### config.mk
export PLATFORM = sky130hd
export DESIGN_NAME = cci_command_interpreter
export DESIGN_NICKNAME = d
export VERILOG_FILES = /design/src/hw/cci_pkg.sv /design/src/hw/cci_fifo.sv /design/src/hw/cci_command_interpreter.sv
export SDC_FILE = /design/constraint.sdc
export NUM_CORES = 1
export LEC_CHECK = 0
export ABC_AREA = 1
export BUFFER_PORTS_ARGS = -buffer_cell sky130_fd_sc_hd__buf_4
export CORE_ASPECT_RATIO = 0.6
export CORE_MARGIN = 10
export CORE_UTILIZATION = 62
export CTS_CLUSTER_DIAMETER = 120
export DETAILED_ROUTE_END_ITERATION = 12
export PLACE_DENSITY = 0.85
export SLEW_MARGIN = 25
export SYNTH_ARGS = -nofsm -noshare
export SYNTH_HDL_FRONTEND = slang
export SYNTH_SLANG_ARGS = --single-unit
### constraint.sdc
create_clock -name ref_clk -period 9.1 [get_ports ref_clk]
set_input_delay 0 -clock ref_clk [delete_from_list [all_inputs] [get_ports ref_clk]]
set_output_delay 0 -clock ref_clk [all_outputs]
set_load 0.03 [all_outputs]
### src/hw/cci_pkg.sv
// constants shared by the calibration command interpreter and its output fifo
// assumes one 50 MHz clock; command words arrive already deserialised
package cci_pkg;

    // ********************************************************
    // clock and command window timing
    // ********************************************************
    localparam int CLK_MHZ = 50;
    localparam int CMD_WINDOW_US = 10000;
    localparam int CMD_WINDOW_FAST_US = 3500;
    // longest times: whole cycles, rounded down
    localparam int CMD_WINDOW_CYC = CMD_WINDOW_US * CLK_MHZ;
    localparam int CMD_WINDOW_FAST_CYC = CMD_WINDOW_FAST_US * CLK_MHZ;
    localparam int WIN_CNT_W = 19;

    // ********************************************************
    // command bytes and fixed data bytes
    // ********************************************************
    localparam logic [7:0] CMD_TRIM = 8'h30;
    localparam logic [7:0] CMD_MODE = 8'h40;
    localparam logic [7:0] DAT_NORMAL = 8'h00;
    localparam logic [7:0] DAT_RAW = 8'h10;
    localparam logic [7:0] CMD_ENTRY = 8'h50;
    localparam logic [7:0] DAT_ENTRY = 8'h90;
    localparam logic [7:0] CMD_SECOND_ORDER = 8'h60;
    localparam logic [7:0] CMD_SETTLE = 8'h70;
    localparam logic [7:0] CMD_GAINB_HI = 8'h80;
    localparam logic [7:0] CMD_GAINB_LO = 8'h90;
    localparam logic [7:0] CMD_OFFB_HI = 8'ha0;
    localparam logic [7:0] CMD_OFFB_LO = 8'hb0;
    localparam logic [7:0] CMD_GAINT = 8'hc0;
    localparam logic [7:0] CMD_OFFT = 8'hd0;
    localparam logic [7:0] CMD_TCO = 8'he0;
    localparam logic [7:0] CMD_UNLOCK = 8'he8;
    localparam logic [7:0] CMD_TCG = 8'hf0;
    localparam logic [7:0] CMD_CLIP_HI = 8'h08;
    localparam logic [7:0] CMD_CLIP_LO = 8'h18;
    localparam logic [7:0] CMD_SERIAL0 = 8'h28;
    localparam logic [7:0] CMD_SERIAL1 = 8'h38;
    localparam logic [7:0] CMD_SERIAL2 = 8'h48;

    // ********************************************************
    // trim selector nibbles and lock field codes
    // ********************************************************
    localparam logic [3:0] SEL_FACTORY = 4'h0;
    localparam logic [3:0] SEL_LOCK = 4'hd;
    localparam logic [3:0] SEL_DIAG = 4'he;
    localparam logic [2:0] LOCK_INT = 3'h3;
    localparam logic [2:0] LOCK_EXT = 3'h6;
    localparam int LOCK_EXT_BIT = 2;
    localparam int FAST_START_BIT = 2;

    // ********************************************************
    // widths and reset values
    // ********************************************************
    localparam int BRIDGE_W = 14;
    localparam int TEMP_W = 11;
    localparam logic [2:0] LOCK_RST = 3'h0;
    localparam logic [2:0] DIAG_RST = 3'h0;
    localparam logic [2:0] FACTORY_RST = 3'h0;
    localparam logic [1:0] EMIT_FULL = 2'h3;
    localparam int FIFO_DEPTH = 16;
    localparam int BYTE_W = 8;

    typedef enum logic [1:0] {
        MODE_WINDOW = 2'b00,
        MODE_COMMAND = 2'b01,
        MODE_NORMAL = 2'b10,
        MODE_RAW = 2'b11
    } cci_mode_e;

endpackage : cci_pkg

### src/hw/cci_fifo.sv
// byte fifo between the measurement emitter and the output serialiser
// assumes both sides on one clock; reader may stall at will
`timescale 1ns/1ps
module cci_fifo #(
    parameter int WIDTH = 8,
    parameter int DEPTH = 16
) (
    input wire logic ref_clk,
    input wire logic reset,
    input wire logic inValid,
    output logic inReady,
    input wire logic [WIDTH-1:0] inData,
    output logic outValid,
    input wire logic outReady,
    output logic [WIDTH-1:0] outData
);
    localparam int AW = $clog2(DEPTH);

    typedef struct packed {
        logic [AW-1:0] wrPtr;
        logic [AW-1:0] rdPtr;
        logic [AW:0] count;
    } cci_fifo_s;

    cci_fifo_s st_ff;
    cci_fifo_s nxt_st;
    logic [WIDTH-1:0] mem [DEPTH];
    logic doWrite;
    logic doRead;

    assign inReady = (st_ff.count != (AW+1)'(DEPTH));
    assign outValid = (st_ff.count != '0);
    assign outData = mem[st_ff.rdPtr];
    assign doWrite = inValid & inReady;
    assign doRead = outValid & outReady;

    always_comb begin
        nxt_st = st_ff;
        if (doWrite) begin
            nxt_st.wrPtr = (st_ff.wrPtr == AW'(DEPTH - 1)) ? '0 : st_ff.wrPtr + 1'b1;
        end
        if (doRead) begin
            nxt_st.rdPtr = (st_ff.rdPtr == AW'(DEPTH - 1)) ? '0 : st_ff.rdPtr + 1'b1;
        end
        if (doWrite & ~doRead) begin
            nxt_st.count = st_ff.count + 1'b1;
        end else if (doRead & ~doWrite) begin
            nxt_st.count = st_ff.count - 1'b1;
        end
    end

    always_ff @(posedge ref_clk or posedge reset) begin
        if (reset) begin
            st_ff <= '0;
        end else begin
            st_ff <= nxt_st;
        end
    end

    // storage needs no reset: only words below the count are ever read
    always_ff @(posedge ref_clk) begin
        if (doWrite) begin
            mem[st_ff.wrPtr] <= inData;
        end
    end

    property p_fifo_bound;
        @(posedge ref_clk) disable iff (reset)
        st_ff.count <= (AW+1)'(DEPTH);
    endproperty
    a_fifo_bound: assert property (p_fifo_bound) else $error("fifo count beyond depth");

endmodule : cci_fifo

### src/hw/cci_command_interpreter.sv
// calibration command interpreter: decodes command/data word pairs,
// holds calibration settings, and streams measurement bytes out
// assumes cmdWord/cmdValid and sample ports come from logic on ref_clk
`timescale 1ns/1ps
module cci_command_interpreter
    import cci_pkg::*;
#(
    parameter int WINDOW_CYC = CMD_WINDOW_CYC,
    parameter int WINDOW_FAST_CYC = CMD_WINDOW_FAST_CYC
) (
    input wire logic ref_clk,
    input wire logic reset,
    input wire logic cmdValid,
    input wire logic [15:0] cmdWord,
    input wire logic sampleValid,
    input wire logic [BRIDGE_W-1:0] rawBridge,
    input wire logic [TEMP_W-1:0] rawTemp,
    input wire logic [BRIDGE_W-1:0] corrBridge,
    input wire logic [TEMP_W-1:0] corrTemp,
    output logic outValid,
    input wire logic outReady,
    output logic [7:0] outData,
    output logic [1:0] opMode,
    output logic sampleMissed,
    output logic cmdRefused,
    output logic [7:0] second_order_coef,
    output logic [7:0] settling_time_setting,
    output logic [14:0] gainBridge,
    output logic [13:0] offsetBridge,
    output logic [7:0] gainTemp,
    output logic [7:0] offsetTemp,
    output logic [7:0] tempCoefOffset,
    output logic [7:0] tempCoefGain,
    output logic [6:0] clipUpper,
    output logic [6:0] clipLower,
    output logic [7:0] customer_serial_byte0,
    output logic [7:0] customer_serial_byte1,
    output logic [7:0] customer_serial_byte2,
    output logic [2:0] factoryCfg,
    output logic [2:0] diagCfg,
    output logic [2:0] lockTempCfg,
    output logic eepromLocked,
    output logic externalDiodeTemp,
    output logic lockSuspended,
    output logic trimStrobe,
    output logic [3:0] trimSelect,
    output logic [3:0] trimValue
);

    // ********************************************************
    // state
    // ********************************************************
    typedef struct packed {
        cci_mode_e mode;
        logic [WIN_CNT_W-1:0] winCnt;
        logic [7:0] secondOrder;
        logic [7:0] settle;
        logic [14:0] gainB;
        logic [13:0] offB;
        logic [7:0] gainT;
        logic [7:0] offT;
        logic [7:0] tco;
        logic [7:0] tcg;
        logic [6:0] clipHi;
        logic [6:0] clipLo;
        logic [23:0] serial;
        logic [2:0] factory;
        logic [2:0] diag;
        logic [2:0] lockCfg;
        logic locked;
        logic lockOff;
        logic trimStb;
        logic [3:0] trimSel;
        logic [3:0] trimVal;
        logic refused;
        logic missed;
        logic [1:0] emitCnt;
        logic [7:0] byte0;
        logic [7:0] byte1;
        logic [7:0] byte2;
    } cci_state_s;

    cci_state_s st_ff;
    cci_state_s nxt_st;

    function automatic logic isLocked(input logic [2:0] field);
        isLocked = (field == LOCK_INT) || (field == LOCK_EXT);
    endfunction : isLocked

    // ********************************************************
    // command decode
    // ********************************************************
    logic [7:0] cmdByte;
    logic [7:0] datByte;
    logic isEntry;
    logic inCommand;
    logic winOpen;
    logic canWrite;
    logic fifoReady;
    logic streaming;
    logic [WIN_CNT_W-1:0] winLimit;

    assign cmdByte = cmdWord[15:8];
    assign datByte = cmdWord[7:0];
    assign isEntry = (cmdByte == CMD_ENTRY) && (datByte == DAT_ENTRY);
    assign inCommand = (st_ff.mode == MODE_COMMAND);
    // fast startup bit shortens the window in which entry is honoured
    assign winLimit = st_ff.factory[FAST_START_BIT] ? WIN_CNT_W'(WINDOW_FAST_CYC)
                                                  : WIN_CNT_W'(WINDOW_CYC);
    assign winOpen = (st_ff.mode == MODE_WINDOW) && (st_ff.winCnt < winLimit);
    assign canWrite = ~st_ff.locked | st_ff.lockOff;
    assign streaming = (st_ff.mode == MODE_NORMAL) || (st_ff.mode == MODE_RAW);

    always_comb begin
        nxt_st = st_ff;
        nxt_st.trimStb = 1'b0;
        nxt_st.refused = 1'b0;
        nxt_st.missed = 1'b0;

        // startup window: entry inside it, normal operation once it runs out
        if (st_ff.mode == MODE_WINDOW) begin
            if (winOpen) begin
                nxt_st.winCnt = st_ff.winCnt + 1'b1;
            end else begin
                nxt_st.mode = MODE_NORMAL;
            end
        end

        if (cmdValid) begin
            if (isEntry && (winOpen || inCommand)) begin
                nxt_st.mode = MODE_COMMAND;
            end else if (!inCommand) begin
                nxt_st.refused = 1'b1;
            end else if (cmdByte == CMD_MODE) begin
                if (datByte == DAT_NORMAL) begin
                    nxt_st.mode = MODE_NORMAL;
                end else if (datByte == DAT_RAW) begin
                    nxt_st.mode = MODE_RAW;
                end else begin
                    nxt_st.refused = 1'b1;
                end
            end else if (cmdByte == CMD_UNLOCK) begin
                nxt_st.lockOff = 1'b1;
            end else if (!canWrite) begin
                nxt_st.refused = 1'b1;
            end else begin
                case (cmdByte)
                    CMD_TRIM: begin
                        case (datByte[7:4])
                            SEL_FACTORY: nxt_st.factory = datByte[2:0];
                            SEL_LOCK: nxt_st.lockCfg = datByte[2:0];
                            SEL_DIAG: nxt_st.diag = datByte[2:0];
                            default: begin
                                nxt_st.trimStb = 1'b1;
                                nxt_st.trimSel = datByte[7:4];
                                nxt_st.trimVal = datByte[3:0];
                            end
                        endcase
                    end
                    CMD_SECOND_ORDER: nxt_st.secondOrder = datByte;
                    CMD_SETTLE: nxt_st.settle = {1'b0, datByte[6:0]};
                    CMD_GAINB_HI: nxt_st.gainB[14:8] = datByte[6:0];
                    CMD_GAINB_LO: nxt_st.gainB[7:0] = datByte;
                    CMD_OFFB_HI: nxt_st.offB[13:8] = datByte[5:0];
                    CMD_OFFB_LO: nxt_st.offB[7:0] = datByte;
                    CMD_GAINT: nxt_st.gainT = datByte;
                    CMD_OFFT: nxt_st.offT = datByte;
                    CMD_TCO: nxt_st.tco = datByte;
                    CMD_TCG: nxt_st.tcg = datByte;
                    CMD_CLIP_HI: nxt_st.clipHi = datByte[6:0];
                    CMD_CLIP_LO: nxt_st.clipLo = datByte[6:0];
                    CMD_SERIAL0: nxt_st.serial[7:0] = datByte;
                    CMD_SERIAL1: nxt_st.serial[15:8] = datByte;
                    CMD_SERIAL2: nxt_st.serial[23:16] = datByte;
                    default: nxt_st.refused = 1'b1;
                endcase
            end
        end

        nxt_st.locked = isLocked(nxt_st.lockCfg);

        // ********************************************************
        // measurement emitter: three bytes per sample
        // ********************************************************
        if ((st_ff.emitCnt != 2'h0) && fifoReady) begin
            nxt_st.emitCnt = st_ff.emitCnt - 1'b1;
            nxt_st.byte0 = st_ff.byte1;
            nxt_st.byte1 = st_ff.byte2;
        end
        // a sample that lands while the emitter still holds unsent bytes is dropped, not
        // merged, so the master never sees a torn triple
        if (sampleValid && streaming) begin
            if (st_ff.emitCnt == 2'h0) begin
                nxt_st.emitCnt = EMIT_FULL;
                if (st_ff.mode == MODE_RAW) begin
                    nxt_st.byte0 = {2'b00, rawBridge[13:8]};
                    nxt_st.byte1 = rawBridge[7:0];
                    nxt_st.byte2 = rawTemp[7:0];
                end else begin
                    nxt_st.byte0 = {2'b00, corrBridge[13:8]};
                    nxt_st.byte1 = corrBridge[7:0];
                    nxt_st.byte2 = corrTemp[7:0];
                end
            end else begin
                nxt_st.missed = 1'b1;
            end
        end
    end

    always_ff @(posedge ref_clk or posedge reset) begin
        if (reset) begin
            st_ff <= '{mode: MODE_WINDOW, factory: FACTORY_RST, diag: DIAG_RST,
                       lockCfg: LOCK_RST, default: '0};
        end else begin
            st_ff <= nxt_st;
        end
    end

    // ********************************************************
    // output fifo
    // ********************************************************
    cci_fifo #(
        .WIDTH(BYTE_W),
        .DEPTH(FIFO_DEPTH)
    ) u_fifo (
        .ref_clk(ref_clk),
        .reset(reset),
        .inValid(st_ff.emitCnt != 2'h0),
        .inReady(fifoReady),
        .inData(st_ff.byte0),
        .outValid(outValid),
        .outReady(outReady),
        .outData(outData)
    );

    assign opMode = st_ff.mode;
    assign sampleMissed = st_ff.missed;
    assign cmdRefused = st_ff.refused;
    assign second_order_coef = st_ff.secondOrder;
    assign settling_time_setting = st_ff.settle;
    assign gainBridge = st_ff.gainB;
    assign offsetBridge = st_ff.offB;
    assign gainTemp = st_ff.gainT;
    assign offsetTemp = st_ff.offT;
    assign tempCoefOffset = st_ff.tco;
    assign tempCoefGain = st_ff.tcg;
    assign clipUpper = st_ff.clipHi;
    assign clipLower = st_ff.clipLo;
    assign customer_serial_byte0 = st_ff.serial[7:0];
    assign customer_serial_byte1 = st_ff.serial[15:8];
    assign customer_serial_byte2 = st_ff.serial[23:16];
    assign factoryCfg = st_ff.factory;
    assign diagCfg = st_ff.diag;
    assign lockTempCfg = st_ff.lockCfg;
    assign eepromLocked = st_ff.locked;
    assign externalDiodeTemp = st_ff.lockCfg[LOCK_EXT_BIT];
    assign lockSuspended = st_ff.lockOff;
    assign trimStrobe = st_ff.trimStb;
    assign trimSelect = st_ff.trimSel;
    assign trimValue = st_ff.trimVal;

    // ********************************************************
    // checks
    // ********************************************************
    property p_entry;
        @(posedge ref_clk) disable iff (reset)
        (cmdValid && isEntry && (winOpen || inCommand)) |=> (st_ff.mode == MODE_COMMAND);
    endproperty
    a_entry: assert property (p_entry) else $error("entry pair did not enter command mode");

    property p_normal;
        @(posedge ref_clk) disable iff (reset)
        (cmdValid && inCommand && cmdWord == {CMD_MODE, DAT_NORMAL}) |=> (opMode == MODE_NORMAL);
    endproperty
    a_normal: assert property (p_normal) else $error("4000 did not start normal mode");

    property p_raw;
        @(posedge ref_clk) disable iff (reset)
        (cmdValid && inCommand && cmdWord == {CMD_MODE, DAT_RAW}) |=> (opMode == MODE_RAW);
    endproperty
    a_raw: assert property (p_raw) else $error("4010 did not start raw mode");

    property p_second_order;
        @(posedge ref_clk) disable iff (reset)
        (cmdValid && inCommand && canWrite && cmdByte == CMD_SECOND_ORDER)
            |=> (second_order_coef == $past(datByte));
    endproperty
    a_second_order: assert property (p_second_order) else $error("second order coefficient not stored");

    property p_gain_hi;
        @(posedge ref_clk) disable iff (reset)
        (cmdValid && inCommand && canWrite && cmdByte == CMD_GAINB_HI)
            |=> (gainBridge[14:8] == $past(datByte[6:0])) && $stable(gainBridge[7:0]);
    endproperty
    a_gain_hi: assert property (p_gain_hi) else $error("gain upper half wrong");

    property p_unlock_sticks;
        @(posedge ref_clk) disable iff (reset)
        lockSuspended |=> lockSuspended;
    endproperty
    a_unlock_sticks: assert property (p_unlock_sticks) else $error("lock suspend lost");

    property p_lock_code;
        @(posedge ref_clk) disable iff (reset)
        eepromLocked == (lockTempCfg == LOCK_INT || lockTempCfg == LOCK_EXT);
    endproperty
    a_lock_code: assert property (p_lock_code) else $error("lock flag disagrees with field");

    property p_locked_blocks;
        @(posedge ref_clk) disable iff (reset)
        (cmdValid && inCommand && eepromLocked && !lockSuspended && cmdByte == CMD_SERIAL0)
            |=> $stable(customer_serial_byte0) && cmdRefused;
    endproperty
    a_locked_blocks: assert property (p_locked_blocks) else $error("locked write went through");

    property p_window_end;
        @(posedge ref_clk) disable iff (reset)
        (st_ff.mode == MODE_WINDOW && st_ff.winCnt >= winLimit && !cmdValid)
            |=> (opMode == MODE_NORMAL);
    endproperty
    a_window_end: assert property (p_window_end) else $error("window did not close");

    property p_raw_order;
        @(posedge ref_clk) disable iff (reset)
        (sampleValid && st_ff.mode == MODE_RAW && st_ff.emitCnt == 2'h0)
            |=> (st_ff.byte0 == {2'b00, $past(rawBridge[13:8])})
                && (st_ff.byte2 == $past(rawTemp[7:0])) && (st_ff.emitCnt == EMIT_FULL);
    endproperty
    a_raw_order: assert property (p_raw_order) else $error("raw triple malformed");

endmodule : cci_command_interpreter

==> reports/summary.txt, run 1 <==
Crit Path Class: flop to flop
FF-to-FF path depth: 13
Vias/cell: 6.13
Post-CTS Setup Inserts: 0
GRT busiest layer: met2
first-pass detailed-route iteration total: 5
reg2reg start: factoryCfg[2]
Crit Path Max Fanout: 101
Inserted Clock Buffers: 29
Die Area: 32300 sq um
share of cells above drive strength 1: 19.0%
Total GRT Usage: 26.9%
hold depth: 6
die width: 226 um
cells after synthesis: 1586
area growth from synthesis to layout: 14.2%
vias in the first global route: 11900
Cell Area, Synth: 15700 sq um
Worst setup EP type: flop
CTS tree: yes
synth top area cells: dfrtp_1 (31%), edfxtp_1 (24%), nand2_1 (9.0%)
Hold Startpoint: cmdWord[8]
grt met3 use: 7.83%
CTS Root Cell: clkbuf_16
CTS H-tree lvls: 1
starting density of the core: 62.6%
RSZ-0062 raised after global routing: false
Cell Count, Final, Fillers Out: 2035
Worst Path Required: 9.59 ns
Worst EP arrival: 4.12 ns
Die H: 143 um
Longest Clk Path Bufs: 3
first-pass GRT wire length: 68500 um
Reg2Reg Setup Slack: 5.46 ns
count of input and output buffers: 212
Slew @ Worst Pin: 1.01 ns
Synth cell types: 53
total wire length: 44000 um
FP Rows: 45
Fin Clk Skew: 0.0121 ns
top-area cell type share of the netlist area: 31.2%
Iter 0 DRT Violations: 1659
core area: 25100 sq um
Worst Setup Start Kind: flop
DRC Markers: 0
synth warn: 0
Post-synth ARST share: 60.5%
VDD IR max: 0.160 mV
syn_nets: 1676
Final Hold Fails: 0
mean post-synth cell area: 9.91 sq um
fmax: 0.275 GHz
placed insts: 1921
Routability Congestion: 0.965
Final Net Count: 1772
Pins Over Slew Limit: 0
hold slack: 0.0692 ns
total gr overflow: 0
post-synthesis register bit count: 324
clock-pin slew on the worst setup and hold paths: 0.07 ns
cell with the most instances after synthesis: nand2_1
register area share after synthesis: 55.6%
met2 usage: 39.3%
Worst Slack Setup Final: 5.46 ns
fillers: 1736
P per Cell Area: 259 nW/um^2
ys flop type: dfrtp_1
sinks on the clock net: 324
# IOs: 220
Final Critical Period: 3.64 ns
dpl hpwl: 28400 um
P_leak: 8.25 nW
Worst path max stage delay: 0.84 ns
part of the cycle the worst path needs: 40.0%
Vias: 12500
endpoints failing setup: 0
antenna violations before repair: 1
worst-path cell chain: inv_1 > ha_1 > nand2_1 > nor2_1 > nand2_1 > nand2_1 > nand2_1 > nand2_4 > nand2_4 > a21oi_4 > buf_4 > nand4_1 > nand2_1
status: complete, no violations
Post-synth top cells: nand2_1 (377), dfrtp_1 (196), nor2_1 (155), buf_4 (146), nand4_1 (134)
max cap viols: 0
RR Endpoint: gainBridge[10]
cell at the slowest stage of the critical path: buf_4
met1 Usage GRT: 38.2%
slew margin rel.: 32.7%
Hold EP: tempCoefGain[0]
setup TNS: 0 ns
latest clock arrival within the worst-skew pair: 0.56 ns
crit-path most repeated cell: nand2_1
hold crit path type: input pin to flop
remaining antenna violation count after routing: 0
dpl ws: 5.61 ns
area leader, netlist: dfrtp_1
drt wl/cell: 21.6 um
Post-synth EDFFs: 128
largest net degree at the start of global routing: 146
[placed cells by master (no fill, tap or decap), types with 15 or more instances in the layout]
cell type and n:
dlygate4sd3_1 59, nor3_1 15, nand3_1 37, buf_4 220
nand2_1 377, xor2_1 18, dfrtp_1 195, nor2_1 153
o221ai_1 20, inv_1 65, ha_1 18, o32ai_1 19
nand4_1 134, o21ai_0 73, clkbuf_16 29, edfxtp_1 128
[worst max-delay path, delay by kind of cell, from the launching register on]
| family | cells | cell delay [ns] |
|---|---|---|
| flops | 1 | 0.54 |
| buf+inv | 2 | 1.06 |
| compound gates | 1 | 0.47 |
| fa+ha+maj | 1 | 0.34 |
| simple gates | 9 | 1.05 |
[routing by layer]
metal	up-vias	routed length [um]
met5	-	0
met4	0	1290
met3	102	5290
met2	787	19100
met1	6060	18300
li1	5516	-
[cells by family (layout without fill, tap and decap cells)]
logic type	Yosys count	in the layout	share of synthesized area, %
AOI/OAI and AO/OA	152	152	6.07
xor gates and xnor gates	23	23	1.28
adders and majority gates	19	19	1.56
buffers and inverters	291	409	10.8
DFF	324	324	55.6
muxes	14	14	0.899
other	1	3	0.0238
and+or+nand+nor	762	762	23.8
[through the flow]
step / utilization (%) / power, W / cell area, sq um
after CTS: 71.5 / 0.00461 / 17900
after global routing: 71.5 / 0.00487 / 18000
final: 71.5 / 0.00466 / 18000
after floorplan: - / 0.00285 / 15700
after global placement: 65.3 / 0.00321 / 16400
after detailed placement: 65.3 / 0.00328 / 16400
[final cells by class]
class                   count  area, sq um  area share, %
diodes                      2         5.00         0.0279
clock buffers              38          785           4.37
clock inverters            15          160          0.892
inverters                  77          302           1.68
multi-input cells         971         5300           29.5
flip-flops and latches    324         8750           48.7
well taps                 329          412           2.29
repair buffers            279         2240           12.5
[worst max-delay path by stage]
stage	startpoint	endpoint	slack (ns)	depth (start not counted)
5_1_grt	factoryCfg[2]	offsetBridge[8]	5.19	13
2_1_floorplan	reset	clipLower[0]	3.76	1
4_1_cts	u_fifo.st_ff[1]	st_ff[20]	5.51	8
6_report	factoryCfg[2]	gainBridge[10]	5.46	13
3_5_place_dp	factoryCfg[2]	tempCoefOffset[7]	5.61	15
3_3_place_gp	factoryCfg[2]	customer_serial_byte0[2]	5.66	15
[power by group]
group / internal [W] / switching [W]
clock network: 0.000695 / 0.000553
logic: 0.000476 / 0.000893
registers: 0.00183 / 0.000212
[sequential cells by signal, summed over array words and instances, names as in the netlist, 8 cells and up]
signal,flops
u_fifo.st_ff,13
tempCoefOffset,8
st_ff,45
offsetTemp,8
customer_serial_byte0,8
tempCoefGain,8
customer_serial_byte1,8
u_fifo.mem,128
offsetBridge,14
customer_serial_byte2,8
gainTemp,8
gainBridge,15
second_order_coef,8
[what timing repair did]
item | 4_1_cts | 5_1_grt
hold buffers | 59 | 0
hold endpoints to repair | 302 | 0
gates resized for setup | 0 | 0
Power figures use the tool's default switching activity.
==> run 2, diff against run 1 <==
- ABC_AREA: 1 -> 0
- CORE_UTILIZATION: 62 -> 52
- PLACE_DENSITY: 0.85 -> 0.77
- clock period: 9.1 -> 2.9 ns (I/O delays scaled with it)
==> run 2 against run 1 <==
  * Non-clock buffer count grew 15
  * Clock power increased to 3.4 times the previous value
  * Sequential power grew to 3.1 times the previous value
  * Critical path type is now input pin to flop
  * Combinational power up 140%
  * Cell count decreased by 25%
  * Hold slack gained 0.035 ns
  * Count of clock-buffer cells in the layout shrank 2
  * Die area rose by 8.7%
  * Cell area down 3.8%
  * Core utilization shrank 8.8 points
==> reports/summary.txt, run 2 <==
largest net degree at the start of global routing: 67 (-54%)
Worst setup EP type: flop
endpoints failing setup: 0 (unchanged)
Post-synth ARST share: 60.5% (unchanged)
Iter 0 DRT Violations: 654 (-61%)
first-pass detailed-route iteration total: 5 (unchanged)
core area: 27500 sq um (+9.6%)
cell with the most instances after synthesis: dfrtp_1
Vias: 8558 (-31%)
Final Net Count: 1234 (-30%)
Multi-input gate area: 4540 sq um (-14%)
hold slack: 0.104 ns (+0.0351 ns)
total wire length: 35500 um (-19%)
most frequent cells in the layout: buf_4 (221), dfrtp_1 (194), mux2_2 (130), edfxtp_1 (128), dlygate4sd3_1 (67)
Final Critical Period: 2.88 ns
Hold Startpoint: cmdWord[9]
Pins Over Slew Limit: 0 (unchanged)
synth warn: 0 (unchanged)
CTS H-tree lvls: 1 (unchanged)
slew margin rel.: 44.6% (+12 points)
DRC Markers: 0 (unchanged)
Cell Area, Synth: 14500 sq um (-7.9%)
Crit Path Max Fanout: 21 (-79%)
ys flop type: dfrtp_1
Synth cell types: 57 (+7.5%)
syn_nets: 1086 (-35%)
area leader, netlist: dfrtp_1
clock-pin slew on the worst setup and hold paths: 0.07 ns (about the same)
mean post-synth cell area: 14.5 sq um (+47%)
VDD IR max: 0.665 mV (+320%)
register area share after synthesis: 60.4% (+4.8 points)
Worst Path Required: 3.40 ns (-6.19 ns)
Die Area: 35200 sq um (+8.7%)
starting density of the core: 52.6% (-10 points)
top-area cell type share of the netlist area: 33.9% (+2.7 points)
dpl hpwl: 23900 um (-16%)
Die H: 149 um (+4.1%)
reg2reg start: u_fifo.st_ff[1]
first-pass GRT wire length: 55200 um (-19%)
fillers: 2057 (+18%)
Fin Clk Skew: 0.0153 ns (+0.00319 ns)
latest clock arrival within the worst-skew pair: 0.57 ns (about the same)
sinks on the clock net: 324 (unchanged)
share of cells above drive strength 1: 39.9% (+21 points)
Inserted Clock Buffers: 30 (+3.4%)
total gr overflow: 0 (unchanged)
P_leak: 7.87 nW (-4.7%)
CP startpoint: cmdWord[1]
Worst Setup Start Kind: input pin
post-synthesis register bit count: 324 (unchanged)
count of input and output buffers: 212 (unchanged)
antenna violations before repair: 2 (+1)
Worst EP arrival: 3.38 ns (-0.74 ns)
hold crit path type: input pin to flop
area growth from synthesis to layout: 19.2%
DP Area: 15500 sq um (-5.5%)
FP Rows: 47 (+4.4%)
Cell Count, Final, Fillers Out: 1536 (-25%)
CTS tree: yes
Post-synth EDFFs: 128 (unchanged)
synth top area cells: dfrtp_1 (34%), edfxtp_1 (27%), mux2_2 (10%)
Reg with most FFs: u_fifo.mem
vias in the first global route: 9034 (-24%)
drt wl/cell: 23.1 um (+6.9%)
Post-synth top cells: dfrtp_1 (196), buf_4 (134), mux2_2 (130), edfxtp_1 (128), nand2_1 (54)
fmax: 0.347 GHz
post-layout util: 62.8% (-8.8 points)
Vias/cell: 5.57 (-9.0%)
register area: 8750 sq um (about the same)
Longest Clk Path Bufs: 3 (unchanged)
P per Cell Area: 800 nW/um^2 (+210%)
Crit Path Class: input pin to flop
Routability Congestion: 0.844 (-12%)
# IOs: 220 (unchanged)
Total GRT Usage: 19.9% (-7.0 points)
remaining antenna violation count after routing: 0 (unchanged)
max reg flops: 128 (unchanged)
Slew @ Worst Pin: 0.827 ns (-0.183 ns)
part of the cycle the worst path needs: 99.3%
cells after synthesis: 996 (-37%)
max cap viols: 0 (unchanged)
setup TNS: 0 ns (unchanged)
fin area: 17300 sq um (-3.8%)
leading cell type in the layout, fill and taps excluded: buf_4
CTS Root Cell: clkbuf_16
die width: 235 um (+4.4%)
status: complete, no violations
placed insts: 1411 (-27%)
Final Hold Fails: 0 (unchanged)
==> run 2: cell count changes after synthesis, sizes merged, moves of 12 or more <==
cell    delta
xnor2     +14
nand2    -328
inv       -64
buf       -24
nand3     -24
o21ai     -50
nor2     -145
o221ai    -19
mux2     +132
o32ai     -19
nand4    -134
and2      +14
mux4      +40
clkbuf    -12
==> run 2: through the flow <==
| step | setup slack, ns | power (W) |
|---|---|---|
| 3_3_place_gp | 0.148 | 0.00941 |
| 5_1_grt | -0.0445 | 0.0145 |
| 4_1_cts | 0.0323 | 0.0138 |
| 6_report | 0.0216 | 0.0138 |
| 2_1_floorplan | 0.0878 | 0.00832 |
| 3_5_place_dp | 0.0526 | 0.00955 |
==> run 2: layout make-up <==
cell class / count / area share (%)
clock buffer: 36 / 4.72
timing repair buffer: 294 / 14.0
clock inverter: 20 / 1.35
sequential: 324 / 50.7
tap: 367 / 2.66
multi-input combinational: 483 / 26.3
inverter: 11 / 0.261
antenna: 1 / 0.0145
==> run 2: cell families (layout without fill, tap and decap cells) <==
| family | Yosys count | count (layout) | synth area share (%) |
|---|---|---|---|
| flops | 324 | 324 | 60.4 |
| mux | 196 | 196 | 18.2 |
| buf+inv | 189 | 361 | 8.46 |
| simple gates | 163 | 163 | 6.24 |
| compound gates | 76 | 76 | 3.26 |
| xor+xnor | 28 | 28 | 1.69 |
| fa+ha+maj | 19 | 19 | 1.69 |
| other cells | 1 | 2 | 0.0259 |
==> run 2: critical path: stages <==
cell and delay, ns:
dlygate4sd3_1 0.58, buf_6 0.21, or4_1 0.55, or3_1 0.37, nor4_4 0.30, nand2_1 0.08
dlygate4sd3_1 0.56, o21ai_1 0.14, dlygate4sd3_1 0.57
==> run 2: metal layers <==
| layer | share of wire, % | GRT usage (%) | routed length (um) |
|---|---|---|---|
| met3 | 6.0 | 4.71 | 2130 |
| met5 | 0 | 0 | 0 |
| met2 | 47 | 31.1 | 16800 |
| met4 | 1.5 | 3.64 | 547 |
| met1 | 45 | 28.1 | 16100 |
==> run 2: power by group <==
group          leakage [nW]  switching [W]  internal, W  total (W)
clock network         0.508        0.00174      0.00245    0.00419
logic                  3.52        0.00181      0.00150    0.00332
registers              3.83       0.000657      0.00565    0.00631
==> run 2: worst paths after layout <==
path                       slack [ns]  cells after the start                        to
setup reg to reg                 0.20                     12           u_fifo.st_ff[4]
setup / recovery                 0.02                      9                 opMode[0]
max in group asynchronous        1.99                      4  customer_serial_byte1[5]
hold reg to reg                  0.49                      2                  st_ff[5]
min in group asynchronous        0.11                      3            gainBridge[10]
hold / removal                   0.10                      4             lockSuspended
==> run 2: what timing repair did <==
action | CTS | global route
setup buffers | 0 | 1
endpoints found under the setup margin | 0 | 2
hold buffers | 67 | 0
resized for setup | 0 | 10
hold endpoints to repair | 194 | 0
==> run 3, diff against run 2 <==
- CORE_ASPECT_RATIO: 0.6 -> 0.7
- CORE_UTILIZATION: 52 -> 57
- PLACE_DENSITY: 0.77 -> 0.8
- clock period: 2.9 -> 2.8 ns (I/O delays scaled with it)
==> run 3 against run 2 <==
  * Clock skew rose by 0.0054 ns
  * Register-to-register slack about the same
  * Cell area decreased by 0.90%
  * Wire length decreased by 3.3%
  * Sequential share of layout area grew 0.45 points
  * Non-clock buffer count unchanged
  * Clock power is 5.5% lower
  * Sequential power increased by 3.2%
  * Hold slack lost 0.0017 ns
  * Count of clock-buffer cells in the layout increased by 10
  * Critical path depth unchanged
  * Combinational power hardly changed
  * Critical endpoint unchanged
  * Largest power group unchanged
==> reports/summary.txt, run 3 (synthesized netlist as in run 2, its figures left out) <==
antenna violations before repair: 1 (-1)
P per Cell Area: 808 nW/um^2 (+0.96%)
max reg flops: 128 (unchanged)
Routability Congestion: 0.851 (+0.75%)
area growth from synthesis to layout: 18.1%
slew margin rel.: 48.0% (+3.4 points)
total wire length: 34300 um (-3.3%)
VDD IR max: 0.534 mV (-20%)
RR Endpoint: u_fifo.st_ff[4]
Worst Path Required: 3.29 ns (-0.11 ns)
Pins Over Slew Limit: 0 (unchanged)
Total Power: 0.0138 W (about the same)
fillers: 1681 (-18%)
drt wl/cell: 23.0 um (-0.60%)
CTS Root Cell: clkbuf_16
RSZ-0062 raised after global routing: false
Worst Setup Start Kind: input pin
Vias: 8470 (-1.0%)
FP Rows: 48 (+2.1%)
Fin Clk Skew: 0.0207 ns (+0.00542 ns)
internal power: 0.00963 W (+0.29%)
FF-to-FF path depth: 12 (unchanged)
Crit Path Class: input pin to flop
Final Hold Fails: 0 (unchanged)
setup TNS: 0 ns (unchanged)
P_leak: 7.84 nW (-0.33%)
most frequent cells in the layout: buf_4 (223), dfrtp_1 (195), mux2_2 (130), edfxtp_1 (128), dlygate4sd3_1 (67)
largest net degree at the start of global routing: 129 (+93%)
Die H: 153 um (+2.7%)
Cell Count, Final, Fillers Out: 1494 (-2.7%)
Vias/cell: 5.67 (+1.8%)
hold crit path type: input pin to async pin
Longest Clk Path Bufs: 3 (unchanged)
Sw Pwr: 0.00419 W (-0.47%)
Worst EP arrival: 3.18 ns (-0.20 ns)
met2 routed WL: 16400 um (-2.2%)
endpoints failing setup: 0 (unchanged)
Top Metal Used: met4
CTS H-tree lvls: 1 (unchanged)
Sequential Power Share: 47.1% (+1.4 points)
Reg with most FFs: u_fifo.mem
status: complete, no violations
Routed met3 length: 2250 um (+5.8%)
clock power share: 28.6% (-1.7 points)
starting density of the core: 58.4% (+5.8 points)
first-pass GRT wire length: 53700 um (-2.8%)
DRC Markers: 0 (unchanged)
placed insts: 1370 (-2.9%)
Switching Fraction: 30.3% (-0.16 points)
Worst setup EP type: flop
max cap viols: 0 (unchanged)
sinks on the clock net: 324 (unchanged)
dpl hpwl: 23300 um (-2.6%)
leading cell type in the layout, fill and taps excluded: buf_4
Total GRT Usage: 21.1% (+1.3 points)
Inserted Clock Buffers: 30 (unchanged)
Final Critical Period: 2.69 ns
vias in the first global route: 9033 (-0.011%)
core area: 24800 sq um (-9.9%)
part of the cycle the worst path needs: 96.2%
Final Net Count: 1234 (unchanged)
reg2reg start: u_fifo.st_ff[1]
latest clock arrival within the worst-skew pair: 0.55 ns (-0.02 ns)
Die Area: 32300 sq um (-8.1%)
M1 WL: 15100 um (-5.9%)
Iter 0 DRT Violations: 619 (-5.4%)
Crit Path Max Fanout: 21 (unchanged)
Slew @ Worst Pin: 0.780 ns (-0.0467 ns)
first-pass detailed-route iteration total: 5 (unchanged)
CTS tree: yes
share of cells above drive strength 1: 39.9% (unchanged)
# IOs: 220 (unchanged)
Comb power frac: 24.3% (+0.3 points)
Post-CTS Setup Inserts: 0 (unchanged)
remaining antenna violation count after routing: 0 (unchanged)
fmax: 0.371 GHz
count of input and output buffers: 212 (unchanged)
total gr overflow: 0 (unchanged)
die width: 211 um (-11%)
Reg2Reg Setup Slack: 0.21 ns (about the same)
clock-pin slew on the worst setup and hold paths: 0.07 ns (about the same)
run 3: changes by cell type in the layout (fill, tap and decap cells not counted), moves of 2 or more:
cell        change
bufinv_16       -5
buf_4           +2
clkbuf_4        +2
clkbuf_1        +4
clkbuf_8        +3
inv_4           -2
clkinv_2        +5
clkinv_1        -5
clkinvlp_4      -3
run 3: cell type report:
| type | count | area [sq um] | area share [%] |
|---|---|---|---|
| diodes | 1 | 2.50 | 0.0146 |
| clock buffers | 46 | 911 | 5.32 |
| clock inverters | 10 | 53.8 | 0.314 |
| inverters | 11 | 45.0 | 0.263 |
| multi-input cells | 483 | 4540 | 26.5 |
| flip-flops and latches | 324 | 8750 | 51.1 |
| well taps | 325 | 407 | 2.38 |
| repair buffers | 294 | 2410 | 14.1 |
run 3: worst max path at each step:
stage	from	end	slack (ns)	cells past startpoint
final	cmdWord[0]	opMode[0]	0.11	9
after global routing	cmdWord[0]	opMode[0]	0.01	9
after CTS	cmdWord[0]	opMode[0]	0.01	9
after detailed placement	u_fifo.st_ff[1]	u_fifo.st_ff[4]	0.10	12
after global placement	u_fifo.st_ff[1]	u_fifo.st_ff[4]	0.15	12
after floorplan	u_fifo.st_ff[1]	u_fifo.st_ff[4]	0.04	12
run 3: layer usage:
| layer | up-vias | track usage [%] |
|---|---|---|
| li1 | 3796 | - |
| met5 | - | 0 |
| met4 | 0 | 3.92 |
| met3 | 42 | 4.80 |
| met2 | 273 | 33.1 |
| met1 | 4359 | 29.8 |
run 3: power groups by stage:
stage          sequential, W  clock [W]  combinational, W
2_1_floorplan        0.00624          0           0.00238
3_3_place_gp         0.00652          0           0.00322
3_5_place_dp         0.00658          0           0.00329
4_1_cts              0.00649    0.00403           0.00338
5_1_grt              0.00660    0.00422           0.00365
6_report             0.00651    0.00396           0.00335
run 3: worst max-delay path, cell delays in order:
cell	delay [ns]
dlygate4sd3_1	0.57
buf_6	0.21
or4_1	0.55
or3_1	0.37
nor4_4	0.20
nand2_1	0.08
dlygate4sd3_1	0.55
o21ai_1	0.11
dlygate4sd3_1	0.55
run 3: per-stage QoR:
| step | instance area (sq um) | utilization, % | worst slack, ns | hold slack [ns] |
|---|---|---|---|---|
| 2_1_floorplan | 14500 | - | 0.0366 | 0.116 |
| 3_3_place_gp | 15400 | 62.3 | 0.149 | 0.120 |
| 3_5_place_dp | 15400 | 62.3 | 0.103 | 0.127 |
| 4_1_cts | 17100 | 68.9 | 0.0129 | 0.0654 |
| 5_1_grt | 17100 | 69.0 | 0.0147 | 0.0829 |
| 6_report | 17100 | 69.0 | 0.107 | 0.103 |
run 3: what timing repair did:
item	in CTS	in global routing
hold buffers	67	0
hold endpoints to repair	360	0
endpoints found under the setup margin	0	2
resized for setup	0	7
